## config.mk

```make
export PLATFORM = sky130hd
export DESIGN_NAME = power_mode_two_config_regs
export DESIGN_NICKNAME = d
export VERILOG_FILES = /design/src/hw/mode_two_cfg_pkg.sv /design/src/hw/power_mode_two_config_regs.sv
export SDC_FILE = /design/constraint.sdc
export NUM_CORES = 1
export LEC_CHECK = 0
export ABC_AREA = 0
export BUFFER_PORTS_ARGS = -buffer_cell sky130_fd_sc_hd__buf_2
export CAP_MARGIN = 25
export CORE_MARGIN = 2
export CORE_UTILIZATION = 45
export CTS_CLUSTER_SIZE = 28
export DETAILED_ROUTE_END_ITERATION = 16
export PLACE_DENSITY = 0.75
export SLEW_MARGIN = 20
export SYNTH_ARGS = -nofsm -noshare
export SYNTH_HDL_FRONTEND = slang
export SYNTH_SLANG_ARGS = --single-unit
```

## constraint.sdc

```tcl
create_clock -name clk_sys -period 3.8 [get_ports clk_sys]
set_clock_uncertainty 0.1 [all_clocks]
set_input_delay 0.76 -clock clk_sys [delete_from_list [all_inputs] [get_ports clk_sys]]
set_output_delay 0.76 -clock clk_sys [all_outputs]
set_load 0.05 [all_outputs]
```

## src/hw/mode_two_cfg_pkg.sv

```systemverilog
package mode_two_cfg_pkg;

  // register offsets
  localparam logic [7:0] CORE_LEVEL_OFS   = 8'h2A;
  localparam logic [7:0] BUTTON_SYS_OFS   = 8'h2B;
  localparam logic [7:0] AON_ENABLES_OFS  = 8'h2C;

  // reset values
  localparam logic [5:0] CORE_CODE_RST    = 6'h1C;
  localparam logic [7:0] BUTTON_SYS_RST   = 8'h4C;
  localparam logic [7:0] AON_ENABLES_RST  = 8'h4F;

  // field positions, button and system buck register
  localparam int RSVD_BIT        = 7;
  localparam int BUTTON_CFG_BIT  = 6;
  localparam int SYS_OFFSET_BIT  = 5;
  localparam int SYS_BASE_MSB    = 4;
  // field positions, always-on level and enables register
  localparam int AON_CODE_MSB    = 7;
  localparam int AON_CODE_LSB    = 4;
  localparam int CORE_EN_BIT     = 3;
  localparam int SYS_EN_BIT      = 2;
  localparam int AON_EN_BIT      = 1;
  localparam int LIN_EN_BIT      = 0;

  // mode settings
  localparam logic [1:0] MODE_ZERO = 2'h0;
  localparam logic [1:0] MODE_TWO  = 2'h2;

  // voltage decode, millivolts
  localparam logic [11:0] STEP_MV        = 12'h019;
  localparam logic [11:0] CORE_BASE_MV   = 12'h1F4;
  localparam logic [5:0]  CORE_TOP_CODE  = 6'h28;
  localparam logic [5:0]  CORE_FIX_CODE  = 6'h3F;
  localparam logic [11:0] CORE_FIX_MV    = 12'h708;
  localparam logic [11:0] SYS_BASE_MV    = 12'h5DC;
  localparam logic [4:0]  SYS_TOP_CODE   = 5'h18;
  localparam logic [11:0] SYS_OFFSET_MV  = 12'h4B0;
  localparam logic [11:0] AON_BASE_MV    = 12'h6A4;
  localparam logic [3:0]  AON_TOP_CODE   = 4'h8;

  typedef struct packed {
    logic [11:0] core_buck_mv;
    logic [11:0] sys_buck_mv;
    logic [11:0] aon_reg_mv;
    logic        core_buck_enable;
    logic        sys_buck_enable;
    logic        aon_reg_enable;
    logic        sys_linear_reg_enable;
  } rail_ctrl_t;

endpackage

```

## src/hw/power_mode_two_config_regs.sv

```systemverilog
// What this block does
// - core buck code 0..40 steps 25 mV from 0.5 V; above saturates; 63 gives 1.8 V
// - button bit 0: valid falling edge requests return to mode zero, only while in mode two
// - button bit 1, reset value: falling edge causes no mode switch
// - system buck target is base voltage plus 1.2 V when offset bit set
// - system buck base 1.5 V..2.1 V in 25 mV, saturating above 24, reset 12
// - four rail enables, 1 on, 0 off, all reset to 1
// - always-on code 1.7 V..1.9 V in 25 mV, saturating above 8, reset 4
module power_mode_two_config_regs
(
  // clock and reset
  input  wire logic                       clk_sys,
  input  wire logic                       reset,
  // register port
  input  wire logic [7:0]                 reg_addr,
  input  wire logic                       reg_wr,
  input  wire logic [7:0]                 reg_wdata,
  input  wire logic                       reg_rd,
  output logic      [7:0]                 reg_rdata,
  // mode and button
  input  wire logic [1:0]                 active_mode,
  input  wire logic                       button_fall_valid,
  output logic                            mode_zero_req,
  // regulator controls
  output logic                            rail_apply,
  output mode_two_cfg_pkg::rail_ctrl_t    rail_ctrl
);
  import mode_two_cfg_pkg::*;

  function automatic logic [11:0] steps_mv(input logic [5:0] code);
    steps_mv = 12'(code) * STEP_MV;
  endfunction

  logic [5:0] core_buck_level_code_q;
  logic [7:0] button_sys_q;
  logic [7:0] aon_enables_q;
  logic [7:0] reg_rdata_d;
  logic       mode_zero_req_d;
  rail_ctrl_t rail_ctrl_d;
  logic       rail_apply_d;

  wire        sel_core    = (reg_addr == CORE_LEVEL_OFS);
  wire        sel_button  = (reg_addr == BUTTON_SYS_OFS);
  wire        sel_aon     = (reg_addr == AON_ENABLES_OFS);
  wire        mode_two_on = (active_mode == MODE_TWO);

  wire        button_cfg          = button_sys_q[BUTTON_CFG_BIT];
  wire        sys_buck_offset_sel = button_sys_q[SYS_OFFSET_BIT];
  wire [4:0]  sys_buck_base_code  = button_sys_q[SYS_BASE_MSB:0];
  wire [3:0]  aon_reg_level_code  = aon_enables_q[AON_CODE_MSB:AON_CODE_LSB];

  // core buck decode
  wire [5:0]  core_sat  = (core_buck_level_code_q > CORE_TOP_CODE)
                          ? CORE_TOP_CODE : core_buck_level_code_q;
  wire [11:0] core_mv   = (core_buck_level_code_q == CORE_FIX_CODE)
                          ? CORE_FIX_MV
                          : CORE_BASE_MV + steps_mv(core_sat);

  // system buck decode
  wire [4:0]  sys_sat   = (sys_buck_base_code > SYS_TOP_CODE)
                          ? SYS_TOP_CODE : sys_buck_base_code;
  wire [11:0] sys_off   = sys_buck_offset_sel ? SYS_OFFSET_MV : 12'h000;
  wire [11:0] sys_mv    = SYS_BASE_MV + steps_mv({1'b0, sys_sat})
                          + sys_off;

  // always-on regulator decode
  wire [3:0]  aon_sat   = (aon_reg_level_code > AON_TOP_CODE)
                          ? AON_TOP_CODE : aon_reg_level_code;
  wire [11:0] aon_mv    = AON_BASE_MV + steps_mv({2'b00, aon_sat});

  // readback; unmapped offsets read zero
  assign reg_rdata_d = sel_core   ? {2'b00, core_buck_level_code_q} :
                       sel_button ? button_sys_q :
                       sel_aon    ? aon_enables_q : 8'h00;

  // button only matters while mode two settings are live
  assign mode_zero_req_d = button_fall_valid && mode_two_on
                           && !button_cfg
                           && (active_mode != MODE_ZERO);

  // outside mode two the stored values are held but not driven out
  assign rail_apply_d = mode_two_on;
  assign rail_ctrl_d  = mode_two_on
                        ? '{core_buck_mv:          core_mv,
                            sys_buck_mv:           sys_mv,
                            aon_reg_mv:            aon_mv,
                            core_buck_enable:      aon_enables_q[CORE_EN_BIT],
                            sys_buck_enable:       aon_enables_q[SYS_EN_BIT],
                            aon_reg_enable:        aon_enables_q[AON_EN_BIT],
                            sys_linear_reg_enable: aon_enables_q[LIN_EN_BIT]}
                        : '0;

  // per register write enables
  wire        wr_core     = reg_wr && sel_core;
  wire        wr_button   = reg_wr && sel_button;
  wire        wr_aon      = reg_wr && sel_aon;

  // upper two bits of the core register are not stored
  always_ff @(posedge clk_sys or posedge reset)
  begin
    if (reset)
      core_buck_level_code_q <= CORE_CODE_RST;
    else if (wr_core)
      core_buck_level_code_q <= reg_wdata[5:0];
  end

  always_ff @(posedge clk_sys or posedge reset)
  begin
    if (reset)
      button_sys_q <= BUTTON_SYS_RST;
    else if (wr_button)
      button_sys_q <= reg_wdata;
  end

  always_ff @(posedge clk_sys or posedge reset)
  begin
    if (reset)
      aon_enables_q <= AON_ENABLES_RST;
    else if (wr_aon)
      aon_enables_q <= reg_wdata;
  end

  // read data holds until the next read strobe
  always_ff @(posedge clk_sys or posedge reset)
  begin
    if (reset)
      reg_rdata <= 8'h00;
    else if (reg_rd)
      reg_rdata <= reg_rdata_d;
  end

  always_ff @(posedge clk_sys or posedge reset)
  begin
    if (reset)
      mode_zero_req <= 1'h0;
    else
      mode_zero_req <= mode_zero_req_d;
  end

  // one cycle behind the mode input, glitch free toward the regulators
  always_ff @(posedge clk_sys or posedge reset)
  begin
    if (reset)
      rail_apply <= 1'h0;
    else
      rail_apply <= rail_apply_d;
  end

  always_ff @(posedge clk_sys or posedge reset)
  begin
    if (reset)
      rail_ctrl <= '0;
    else
      rail_ctrl <= rail_ctrl_d;
  end

endmodule

```

* Word-level counts from Yosys, hierarchy flattened *
Index checks and enable logic that the tools add are counted.

word-level totals
  bits in registers = 72
  input port bits = 23
  output and inout port bits = 50

operators by class
  add/sub/neg operators = 4
  multipliers = 3
  order comparisons = 3
  equal/unequal tests = 5
  multiplexer cells = 9
  reduce and logical (&&, ||, !) cells = 8

operator list
  cell                      number
  $mux W40                  1
  $eq A8 B6 Y1 const B      3
  $mux W8                   3
  $add A11 B10 Y12 const A  1
  $add A11 B9 Y12 const A   1
  $add A12 B11 Y12          1
  $add A9 B11 Y12 const A   1
  $mux W12                  1
  $mul A6 B5 Y11 const B    1
  $mux W11                  1
  $mul A5 B5 Y10 const B    1
  $mul A4 B5 Y9 const B     1
  $eq A6 B6 Y1 const B      1
  $gt A6 B6 Y1 const B      1
  $logic_and A1 B1 Y1       6
  $mux W6                   1
  $gt A5 B5 Y1 const B      1
  $mux W5                   1
  $gt A4 B4 Y1 const B      1
  $mux W4                   1
  $eq A2 B2 Y1 const B      1
  $reduce_bool A2 Y1        1
  $logic_not A1 Y1          1

* Longest topological paths before layout *
Gate-level depths: netlist of the first run.

  word-level depth = 6
  gate-level depth with buffers = 16
  gate-level depth less buffers = 16

* Worst setup path before layout of the first run *
Ideal clock, no wire load.

  path type = flip-flop to flip-flop
  start point = register button_sys_q[3]
  end point = register rail_ctrl[27] (netlist bit)
  arrival time = 3.580 ns
  data required time = 3.631 ns
  setup slack = 0.052 ns
  cell stages (with the launch flop) = 14
  path buffers = 0
  clock period less this slack = 3.748 ns
  cells stage by stage = dfstp_2 > ha_1 > or2_2 > inv_1 > ha_1 > fa_1 > inv_1 > ha_1 > fa_1 > ha_1 > nor2b_1 > o31a_1 > or3_1 > nand3_1

RTL lines
  item                    RTL line                           source
  start, declared         power_mode_two_config_regs.sv:35   logic [7:0] button_sys_q;
  start signal, assigned  power_mode_two_config_regs.sv:112  button_sys_q <= reg_wdata;
  end signal, assigned    power_mode_two_config_regs.sv:154  rail_ctrl <= rail_ctrl_d;
  end, declared           power_mode_two_config_regs.sv:26   output mode_two_cfg_pkg::rail_ctrl_t rail_ctrl

==> run_results.csv, run 1 <==
group,metric,value,unit
clock_network,cts-hold-fix-buffers,0,
yosys,synth_top_area_frac,0.367,
sta,post-route-period-util,0.965,
yosys,synth_nets,460,
die,fp.dieW,100,µm
yosys,yosysUniqueCellTypes,54,
clock_network,clk-insertion-delay-late,0.36,ns
die,num_rows,35,
finish,syn_to_final_growth,18.5,%
sta,period_minus_slack,3.67,ns
sta,worst_slack,0.133,ns
die,die_area,10000,µm²
yosys,ys_seq_elements,72,
yosys,synthCells,373,
sta,hold_viol,0,
finish,fin_util,0.541,
sta,fmax,273,MHz
power,ir_worst_vdd,0.187,mV
setup_path,critPathMaxStageDelay,0.56,ns
worst_hold_path,holdPathStages,1,
detailed_routing,drcViolationCount,0,
power,power_density,366,nW/µm²
finish,regArea,1820,µm²
die,die_y,100,µm
detailed_routing,dr.pass1.iters,4,
yosys,yosys.cell_count.top_type,"dfrtp_1",
yosys,syn_avg_cell_area,11.1,µm²
sta,relSlewSlack,0.448,
clock_network,cts_tree,"done",
sta,setup_viol,0,
clock_network,cts_inserted_buffers,9,
place,hpwl,6.25,mm
setup_path,worst_setup_path_start_kind,"flip-flop",
detailed_routing,vias_per_cell,5.17,
setup_path,r2r-start,"button_sys_q[3]",
yosys,ys_top_cells_by_area,"dfrtp_1, ha_1, dfstp_2",
grt,track_usage,0.183,
finish,antenna_cells,0,
yosys,syn_area,4150,µm²
detailed_routing,drtIter0Drc,124,
setup_path,critPathMaxFanout,6,
die,io_pins,73,
detailed_routing,vias,2964,
sta,worst_pin_slew,0.826,ns
place,gp_congestion,0.821,
die,core_area,9110,µm²
power,p_total,1.80,mW
grt,grt-ovfl-total,0,
sta,slew_viol_final,0,
sta,tns,0,ns
yosys,ys_seq_area_frac,0.437,
yosys,synth_largest_area_cell,"dfrtp_1",
place,dp_slack,-0.0700,ns
worst_hold_path,min_to,"button_sys_q[7]",
run,drv_cap,0,
finish,fill_cells,791,
detailed_routing,wl_met3,365,µm
clock_network,cts_max_level,3,
detailed_routing,routedWlPerCell,15.2,µm
finish,drive_gt1_frac,0.335,
setup_path,r2r-end,"rail_ctrl[27]",
setup_path,crit_arrival,3.85,ns
detailed_routing,top_layer_used,"met4",
clock_network,cts.clk_slew.worst_paths,0.07,ns
clock_network,clock-sinks,72,
grt,grt_max_degree,38,
setup_path,critical-path-slowest-cell,"dfstp_2",
finish,multi_input_comb_area,2160,µm²
worst_hold_path,hold_start,"button_sys_q[7]",
grt,grt_pass1_vias,3022,
yosys,ys_warn_count,0,
yosys,synthArstFlopShare,1.00,
setup_path,end_kind,"flip-flop",
finish,nNetsFinal,544,
setup_path,critPathKind,"reg2reg",
setup_path,ff2ff_setup_slack,0.13,ns
detailed_routing,wirelength,8.73,mm
setup_path,reg2reg_depth,16,
die,initial_core_util,0.456,
clock_network,clockBufferDepth,2,
yosys,synth_common_cells,"dfrtp_1, ha_1, inv_1",
detailed_routing,postRouteAntennaNets,0,
detailed_routing,wl_met2,4.36,mm
grt,grt_pass1_wl,14.3,mm
grt,antenna_found_initial,0,
place,port_buffers,72,
clock_network,clockRootBuffer,"clkbuf_8",
setup_path,crit_chain,"ha_4 -> nand2b_4 -> inv_2 -> ha_4 -> inv_1 -> fa_1 -> inv_1 -> ha_1 -> ha_1 -> ha_2 -> inv_2 -> fa_2 -> nor2b_2 -> o31a_1 -> or3_1 -> nand3_1",
setup_path,cp.required,3.99,ns
yosys,ys.flop_type,"dfrtp_1",
yosys,synth_edf_count,0,
worst_hold_path,hold_class,"reg2reg",
power,cellLeakagePower,2.59,nW
run_status,outcome,"finished, final reports clean",
detailed_routing,drt-met1-wl,3.90,mm
power breakdown:
group,switching (mW),internal (mW)
Sequential,0.0178,0.807
Combinational,0.291,0.160
Clock,0.288,0.236
layout make-up:
type / instances / area share
clock inverters: 5 / 0.00686
repair buffers: 85 / 0.0930
flip-flops and latches: 72 / 0.369
multi-input cells: 239 / 0.438
inverters: 50 / 0.0381
clock buffers: 11 / 0.0267
well taps: 111 / 0.0282
how the worst max path moves through the flow:
| stage | slack, ns | to | from |
|---|---|---|---|
| after global routing | -0.006 | rail_ctrl[27] | button_sys_q[3] |
| final | 0.13 | rail_ctrl[27] | button_sys_q[3] |
| after detailed placement | -0.07 | rail_ctrl[27] | button_sys_q[3] |
| after CTS | 0.01 | rail_ctrl[27] | button_sys_q[3] |
| after floorplan | 0.05 | rail_ctrl[27] | button_sys_q[3] |
| after global placement | 0.07 | rail_ctrl[27] | button_sys_q[3] |
sequential cells by signal, summed over array words and instances, names as in the netlist:
signal	cells
mode_zero_req	1
reg_rdata	8
rail_ctrl	40
aon_enables_q	8
button_sys_q	8
core_buck_level_code_q	6
rail_apply	1
cell families after synthesis:
kind of cell	count (synthesis)	share of synthesized area
and+or+nand+nor	100	0.148
buffers and inverters	62	0.0578
AOI/OAI and AO/OA	48	0.0792
xor gates and xnor gates	4	0.00844
other	1	0.000903
DFF	72	0.437
adders and majority gates	64	0.209
muxes	22	0.0596
through the flow:
step	hold WS [ns]	cells	cell area [µm²]
after global routing	0.452	573	4920
after CTS	0.431	569	4860
after detailed placement	0.414	553	4670
after global placement	0.392	553	4670
final	0.422	573	4920
after floorplan	0.380	373	4150
placed cells by master, fill, tap and decap left out, types with 4 or more instances in the layout:
cell	netlist	layout
nor3_1	4	4
o21ai_0	10	8
o32ai_1	6	6
dfrtp_1	61	61
nor2b_1	6	4
a22oi_1	6	6
dfstp_2	11	11
nand3_1	4	4
buf_2	2	72
nor2_1	23	23
fa_1	9	8
and2_1	14	14
nand2b_1	7	6
inv_1	50	47
a21oi_1	6	6
mux2_2	22	22
ha_1	55	51
clkbuf_8	0	9
nand2_1	15	15
buf_4	1	13
critical path: cells and delay by family, from the launching register on:
family / cells / cell delay, ns
simple gates: 4 / 0.58
flops: 1 / 0.56
compound gates: 1 / 0.31
buf+inv: 4 / 0.20
fa+ha+maj: 7 / 1.84
what timing repair did:
item	CTS	global route
endpoints found under the setup margin	2	3
pin swaps	0	11
buffers inserted	0	4
resized for setup	4	10
endpoints found under the hold margin	0	0
metal layers:
layer / track usage / up-vias
met2: 0.298 / 77
li1: - / 1430
met5: 0 / -
met4: 0.0685 / 0
met3: 0.0390 / 11
met1: 0.240 / 1446
Power figures use the tool's default switching activity.
==> run 2, diff against run 1 <==
--- a/config.mk
+++ b/config.mk
@@ -12,7 +12,7 @@
 export CORE_UTILIZATION = 45
 export CTS_CLUSTER_SIZE = 28
 export DETAILED_ROUTE_END_ITERATION = 16
-export PLACE_DENSITY = 0.75
+export PLACE_DENSITY = 0.72
 export SLEW_MARGIN = 20
 export SYNTH_ARGS = -nofsm -noshare
 export SYNTH_HDL_FRONTEND = slang
==> constraint.sdc (replaced) <==
create_clock -name clk_sys -period 4.05 [get_ports clk_sys]
set_clock_uncertainty 0.1 [all_clocks]
set_input_delay 0.81 -clock clk_sys [delete_from_list [all_inputs] [get_ports clk_sys]]
set_output_delay 0.81 -clock clk_sys [all_outputs]
set_load 0.05 [all_outputs]
==> run 2 against run 1 <==
  * Critical endpoint unchanged
  * Global-route usage is 0.51 points lower
  * Worst hold slack got worse by 0.00067 ns
  * Highest routed layer unchanged
  * Sequential power is 5.9% lower
==> run_results.csv, run 2 (synthesis gave the netlist of run 1 again) <==
group,metric,value,unit
die,die_y,100,µm
sta,tns,0,ns
clock_network,clockBufferDepth,2,
clock_network,cts.clk_slew.worst_paths,0.08,ns
place,dp_slack,0.0557,ns
sta,setup_viol,0,
sta,post-route-period-util,0.952,
grt,grt_max_degree,39,
sta,hold_viol,0,
sta,relSlewSlack,0.494,
detailed_routing,vias,2949,
clock_network,cts-hold-fix-buffers,0,
setup_path,cp.required,4.24,ns
power,cellLeakagePower,2.56,nW
detailed_routing,wirelength,8.46,mm
place,gp_congestion,0.798,
die,fp.dieW,100,µm
worst_hold_path,hold_class,"reg2reg",
sta,period_minus_slack,3.86,ns
power,ir_worst_vdd,0.176,mV
clock_network,clk-insertion-delay-late,0.35,ns
detailed_routing,drcViolationCount,0,
die,io_pins,73,
die,die_area,10000,µm²
setup_path,crit_arrival,4.04,ns
finish,final-instance-count-excl-fill,563,
finish,syn_to_final_growth,16.4,%
place,port_buffers,72,
finish,antenna_cells,0,
setup_path,worst_setup_path_start_kind,"flip-flop",
detailed_routing,vias_per_cell,5.24,
finish,largest_reg_flops,40,
run,drv_cap,0,
setup_path,end_kind,"flip-flop",
sta,slew_viol_final,0,
power,power_density,363,nW/µm²
clock_network,cts_inserted_buffers,9,
grt,antenna_found_initial,0,
grt,grt_pass1_wl,14.0,mm
grt,grt-ovfl-total,0,
detailed_routing,dr.pass1.iters,4,
place,dp_cells,546,
finish,final_cell_mix,"buf_2, dfrtp_1, ha_1, inv_1, nor2_1",
run_status,outcome,"finished, final reports clean",
sta,worst_slack,0.195,ns
setup_path,critPathMaxFanout,9,
power,p_total,1.75,mW
place,hpwl,6.25,mm
clock_network,cts_tree,"done",
grt,grt_pass1_vias,2980,
clock_network,clock-sinks,72,
sta,worst_pin_slew,0.757,ns
finish,drive_gt1_frac,0.303,
detailed_routing,drtIter0Drc,133,
sta,fmax,259,MHz
finish,layout_commonest_cell,"buf_2",
clock_network,cts_max_level,3,
finish,nNetsFinal,534,
detailed_routing,routedWlPerCell,15.0,µm
detailed_routing,postRouteAntennaNets,0,
grt,track_usage,0.177,
finish,largest-register,"rail_ctrl",
die,num_rows,35,
clock_network,clockRootBuffer,"clkbuf_8",
die,initial_core_util,0.456,
die,core_area,9110,µm²
setup_path,critPathKind,"reg2reg",
## run 2: layout make-up
class	count	area, µm²
multi-input combinational	239	2110
clock buffer	10	128
inverter	50	188
tap	111	139
timing repair buffer	75	383
sequential	72	1820
fill	825	4280
clock inverter	6	67.6
## run 2: repair_timing
| action | CTS | global route |
|---|---|---|
| buffers inserted | 0 | 1 |
| endpoints found under the setup margin | 0 | 2 |
| resized for setup | 0 | 3 |
## run 2: layer usage
| layer | track usage | wire (µm) | vias up |
|---|---|---|---|
| met5 | 0 | 0 | - |
| li1 | - | - | 1413 |
| met3 | 0.0376 | 326 | 11 |
| met4 | 0.0611 | 130 | 0 |
| met2 | 0.300 | 4200 | 72 |
| met1 | 0.227 | 3810 | 1453 |
## run 2: worst paths after layout
kind | end | slack, ns | start | cells past startpoint
setup / recovery | rail_ctrl[27] | 0.19 | button_sys_q[4] | 13
hold / removal | button_sys_q[7] | 0.42 | button_sys_q[7] | 1
setup reg to reg | rail_ctrl[27] | 0.19 | button_sys_q[4] | 13
hold reg to reg | button_sys_q[7] | 0.42 | button_sys_q[7] | 1
max in group asynchronous | aon_enables_q[0] | 2.41 | reset | 3
min in group asynchronous | rail_ctrl[30] | 0.47 | reset | 2
## run 2: through the flow
| stage | hold WS, ns | utilization | cell area [µm²] |
|---|---|---|---|
| after floorplan | 0.380 | - | 4150 |
| after global placement | 0.390 | 0.507 | 4620 |
| after detailed placement | 0.403 | 0.507 | 4620 |
| after CTS | 0.421 | 0.528 | 4810 |
| after global routing | 0.459 | 0.531 | 4830 |
| final | 0.421 | 0.531 | 4830 |
## run 2: where the power goes
group	switching (mW)	total, mW	internal (mW)
sequential	0.0193	0.776	0.757
combinational	0.264	0.403	0.139
clock	0.286	0.572	0.287
## run 2: worst max-delay path, cell delays in order (launching register included)
cell and delay [ns]:
dfrtp_1 0.49, ha_4 0.24, or2_2 0.29, inv_1 0.06
ha_1 0.18, fa_1 0.41, inv_1 0.07, ha_1 0.24
fa_1 0.46, ha_1 0.35, nor2b_2 0.18, o31a_1 0.27
or3_1 0.35, nand3_1 0.08
==> run 3, diff against run 2 <==
--- a/config.mk
+++ b/config.mk
@@ -5,7 +5,7 @@
 export SDC_FILE = /design/constraint.sdc
 export NUM_CORES = 1
 export LEC_CHECK = 0
-export ABC_AREA = 0
+export ABC_AREA = 1
 export BUFFER_PORTS_ARGS = -buffer_cell sky130_fd_sc_hd__buf_2
 export CAP_MARGIN = 25
 export CORE_MARGIN = 2
==> run 3 against run 2 <==
  * Flip-flop and latch count unchanged
  * Largest cell class unchanged
  * Area after synthesis up 4.4%
  * First-iteration DRC count down 0.75%
  * Sequential share of layout area down 1.5 points
  * Critical path type unchanged
  * Clock-buffer cell count down 1
  * Synthesized cell count up 33%
  * Via count up 13%
==> run_results.csv, run 3 <==
group,metric,value,unit
setup_path,end_kind,"flip-flop",
clock_network,clockBufferDepth,2,
finish,regArea,1820,µm²
yosys,ys_top_cells_by_area,"dfrtp_1, ha_1, nand2_1",
die,die_y,102,µm
run,drv_cap,0,
finish,antenna_cells,0,
grt,grt_max_degree,65,
sta,worst_pin_slew,0.786,ns
detailed_routing,routedWlPerCell,12.5,µm
clock_network,clock-sinks,72,
sta,post-route-period-util,0.951,
clock_network,cts_max_level,3,
yosys,ys_warn_count,0,
die,io_pins,73,
clock_network,cts-hold-fix-buffers,0,
finish,final_cell_mix,"nand2_1, inv_1, buf_2, dfrtp_1, ha_1",
finish,fill_cells,887,
yosys,ys_seq_area_frac,0.419,
detailed_routing,vias_per_cell,4.71,
detailed_routing,drtIter0Drc,132,
power,p_sw,0.795,mW
place,port_buffers,72,
die,fp.dieW,102,µm
power,p_clk_frac,0.278,
finish,layout_commonest_cell,"nand2_1",
setup_path,crit_arrival,4.00,ns
detailed_routing,dr.pass1.iters,4,
clock_network,clk-insertion-delay-late,0.36,ns
grt,track_usage,0.182,
sta,fmax,260,MHz
setup_path,critPathMaxFanout,7,
yosys,synth_nets,583,
detailed_routing,postRouteAntennaNets,0,
yosys,syn_area,4340,µm²
sta,slew_viol_final,0,
clock_network,cts_inserted_buffers,9,
run_status,outcome,"finished, final reports clean",
place,hpwl,6.73,mm
yosys,synthCells,496,
yosys,synth_top_area_frac,0.352,
worst_hold_path,hold_class,"in2async",
clock_network,cts.clk_slew.worst_paths,0.08,ns
power,p_int,1.30,mW
yosys,synth_largest_area_cell,"dfrtp_1",
power,ir_worst_vdd,0.158,mV
grt,grt-ovfl-total,0,
sta,setup_viol,0,
place,gp_congestion,0.865,
finish,syn_to_final_growth,16.0,%
finish,drive_gt1_frac,0.241,
power,combPwrFrac,0.342,
sta,hold_ws,0.242,ns
power,power_density,417,nW/µm²
sta,period_minus_slack,3.85,ns
yosys,ys_seq_elements,72,
finish,largest-register,"rail_ctrl",
yosys,yosys.cell_count.top_type,"nand2_1",
yosys,synthArstFlopShare,1.00,
die,initial_core_util,0.467,
power,seqPwrFrac,0.380,
setup_path,ff2ff_setup_slack,0.20,ns
power,cellLeakagePower,2.89,nW
sta,hold_viol,0,
clock_network,cts_tree,"done",
yosys,yosysUniqueCellTypes,35,
die,num_rows,35,
grt,grt_pass1_vias,3179,
sta,relSlewSlack,0.476,
die,die_area,10400,µm²
yosys,synth_common_cells,"nand2_1, inv_1, dfrtp_1",
power,swShare,0.379,
setup_path,r2r-end,"rail_ctrl[26]",
finish,nNetsFinal,658,
grt,grt_pass1_wl,14.6,mm
detailed_routing,wirelength,8.83,mm
detailed_routing,vias,3319,
detailed_routing,drcViolationCount,0,
place,placed_area,4790,µm²
setup_path,r2r-start,"button_sys_q[3]",
clock_network,clockRootBuffer,"clkbuf_8",
setup_path,critPathKind,"reg2reg",
setup_path,worst_setup_path_start_kind,"flip-flop",
setup_path,cp.required,4.20,ns
finish,multi_input_comb_area,2100,µm²
yosys,ys.flop_type,"dfrtp_1",
grt,antenna_found_initial,0,
yosys,syn_avg_cell_area,8.75,µm²
finish,stdcell_area,5030,µm²
finish,largest_reg_flops,40,
yosys,synth_edf_count,0,
setup_path,reg2reg_depth,18,
setup_path,cp-startpoint,"button_sys_q[3]",
die,core_area,9280,µm²
## run 3: changes by cell type in the layout (fill, tap and decap cells not counted), moves of 6 or more
cell,delta
nand2_1,+82
inv_1,+42
nor2_1,+25
mux2_2,-22
nand3_1,+17
and2_1,-14
o21ai_2,+14
o21ai_0,+9
nand4_1,+7
a22oi_1,-6
nand2_2,+6
o32ai_1,-6
## run 3: power groups by stage
stage	Sequential, mW	Combinational [mW]	Clock, mW
2_1_floorplan	0.934	0.408	0
3_3_place_gp	0.811	0.685	0
3_5_place_dp	0.811	0.697	0
4_1_cts	0.797	0.709	0.601
5_1_grt	0.804	0.819	0.630
6_report	0.797	0.718	0.582
## run 3: worst max path at each step
| stage | endpoint | cells after the start |
|---|---|---|
| final | rail_ctrl[26] | 18 |
| after global routing | rail_ctrl[26] | 18 |
| after CTS | rail_ctrl[26] | 18 |
| after detailed placement | rail_ctrl[24] | 17 |
| after global placement | rail_ctrl[26] | 18 |
| after floorplan | rail_ctrl[26] | 18 |
## run 3: cells by family (layout without fill, tap and decap cells)
family,count (synthesis),after routing,share of synthesized area
AOI/OAI and AO/OA,54,54,0.0796
DFF,72,72,0.419
xor gates and xnor gates,4,4,0.00808
and+or+nand+nor,193,193,0.191
adders and majority gates,64,64,0.200
other,1,1,0.000864
buffers and inverters,108,188,0.102
## run 3: layout make-up
type                    instances  area share
clock buffers                   9      0.0246
clock inverters                 7      0.0154
inverters                      97      0.0724
multi-input cells             316       0.418
flip-flops and latches         72       0.361
well taps                     129      0.0321
repair buffers                 75      0.0761
## run 3: repair_timing
action / CTS / global route
pin swaps: 0 / 0
setup buffers: 0 / 2
endpoints found under the setup margin: 2 / 5
resized for setup: 1 / 8
## run 3: layer usage
layer,track usage,routed length (µm)
met3,0.0465,358
met4,0.0626,202
met1,0.248,4180
met5,0,0
met2,0.283,4080
## run 3: worst max-delay path, cell delays in order (launching register included)
cell and delay [ns]:
dfstp_2 0.57, inv_1 0.10, nor2_1 0.10, nand3_1 0.09, nand2_2 0.11, inv_1 0.08, nor2_4 0.12, inv_1 0.06
ha_1 0.20, fa_1 0.51, inv_1 0.05, ha_1 0.30, fa_1 0.52, ha_2 0.32, a21oi_2 0.20, nand2b_1 0.13
nand4_1 0.07, nand2_1 0.07, nor2_1 0.04
## run 3: metrics by stage
step | worst slack [ns] | std cells | util | power (mW) | setup TNS, ns
CTS | 0.0290 | 703 | 0.538 | 2.11 | 0
floorplan | 0.371 | 496 | - | 1.34 | 0
detailed placement | 0.00841 | 687 | 0.516 | 1.51 | 0
global route | -0.0309 | 705 | 0.542 | 2.25 | -0.0847
finish | 0.197 | 705 | 0.542 | 2.10 | 0
global placement | 0.211 | 687 | 0.516 | 1.50 | 0
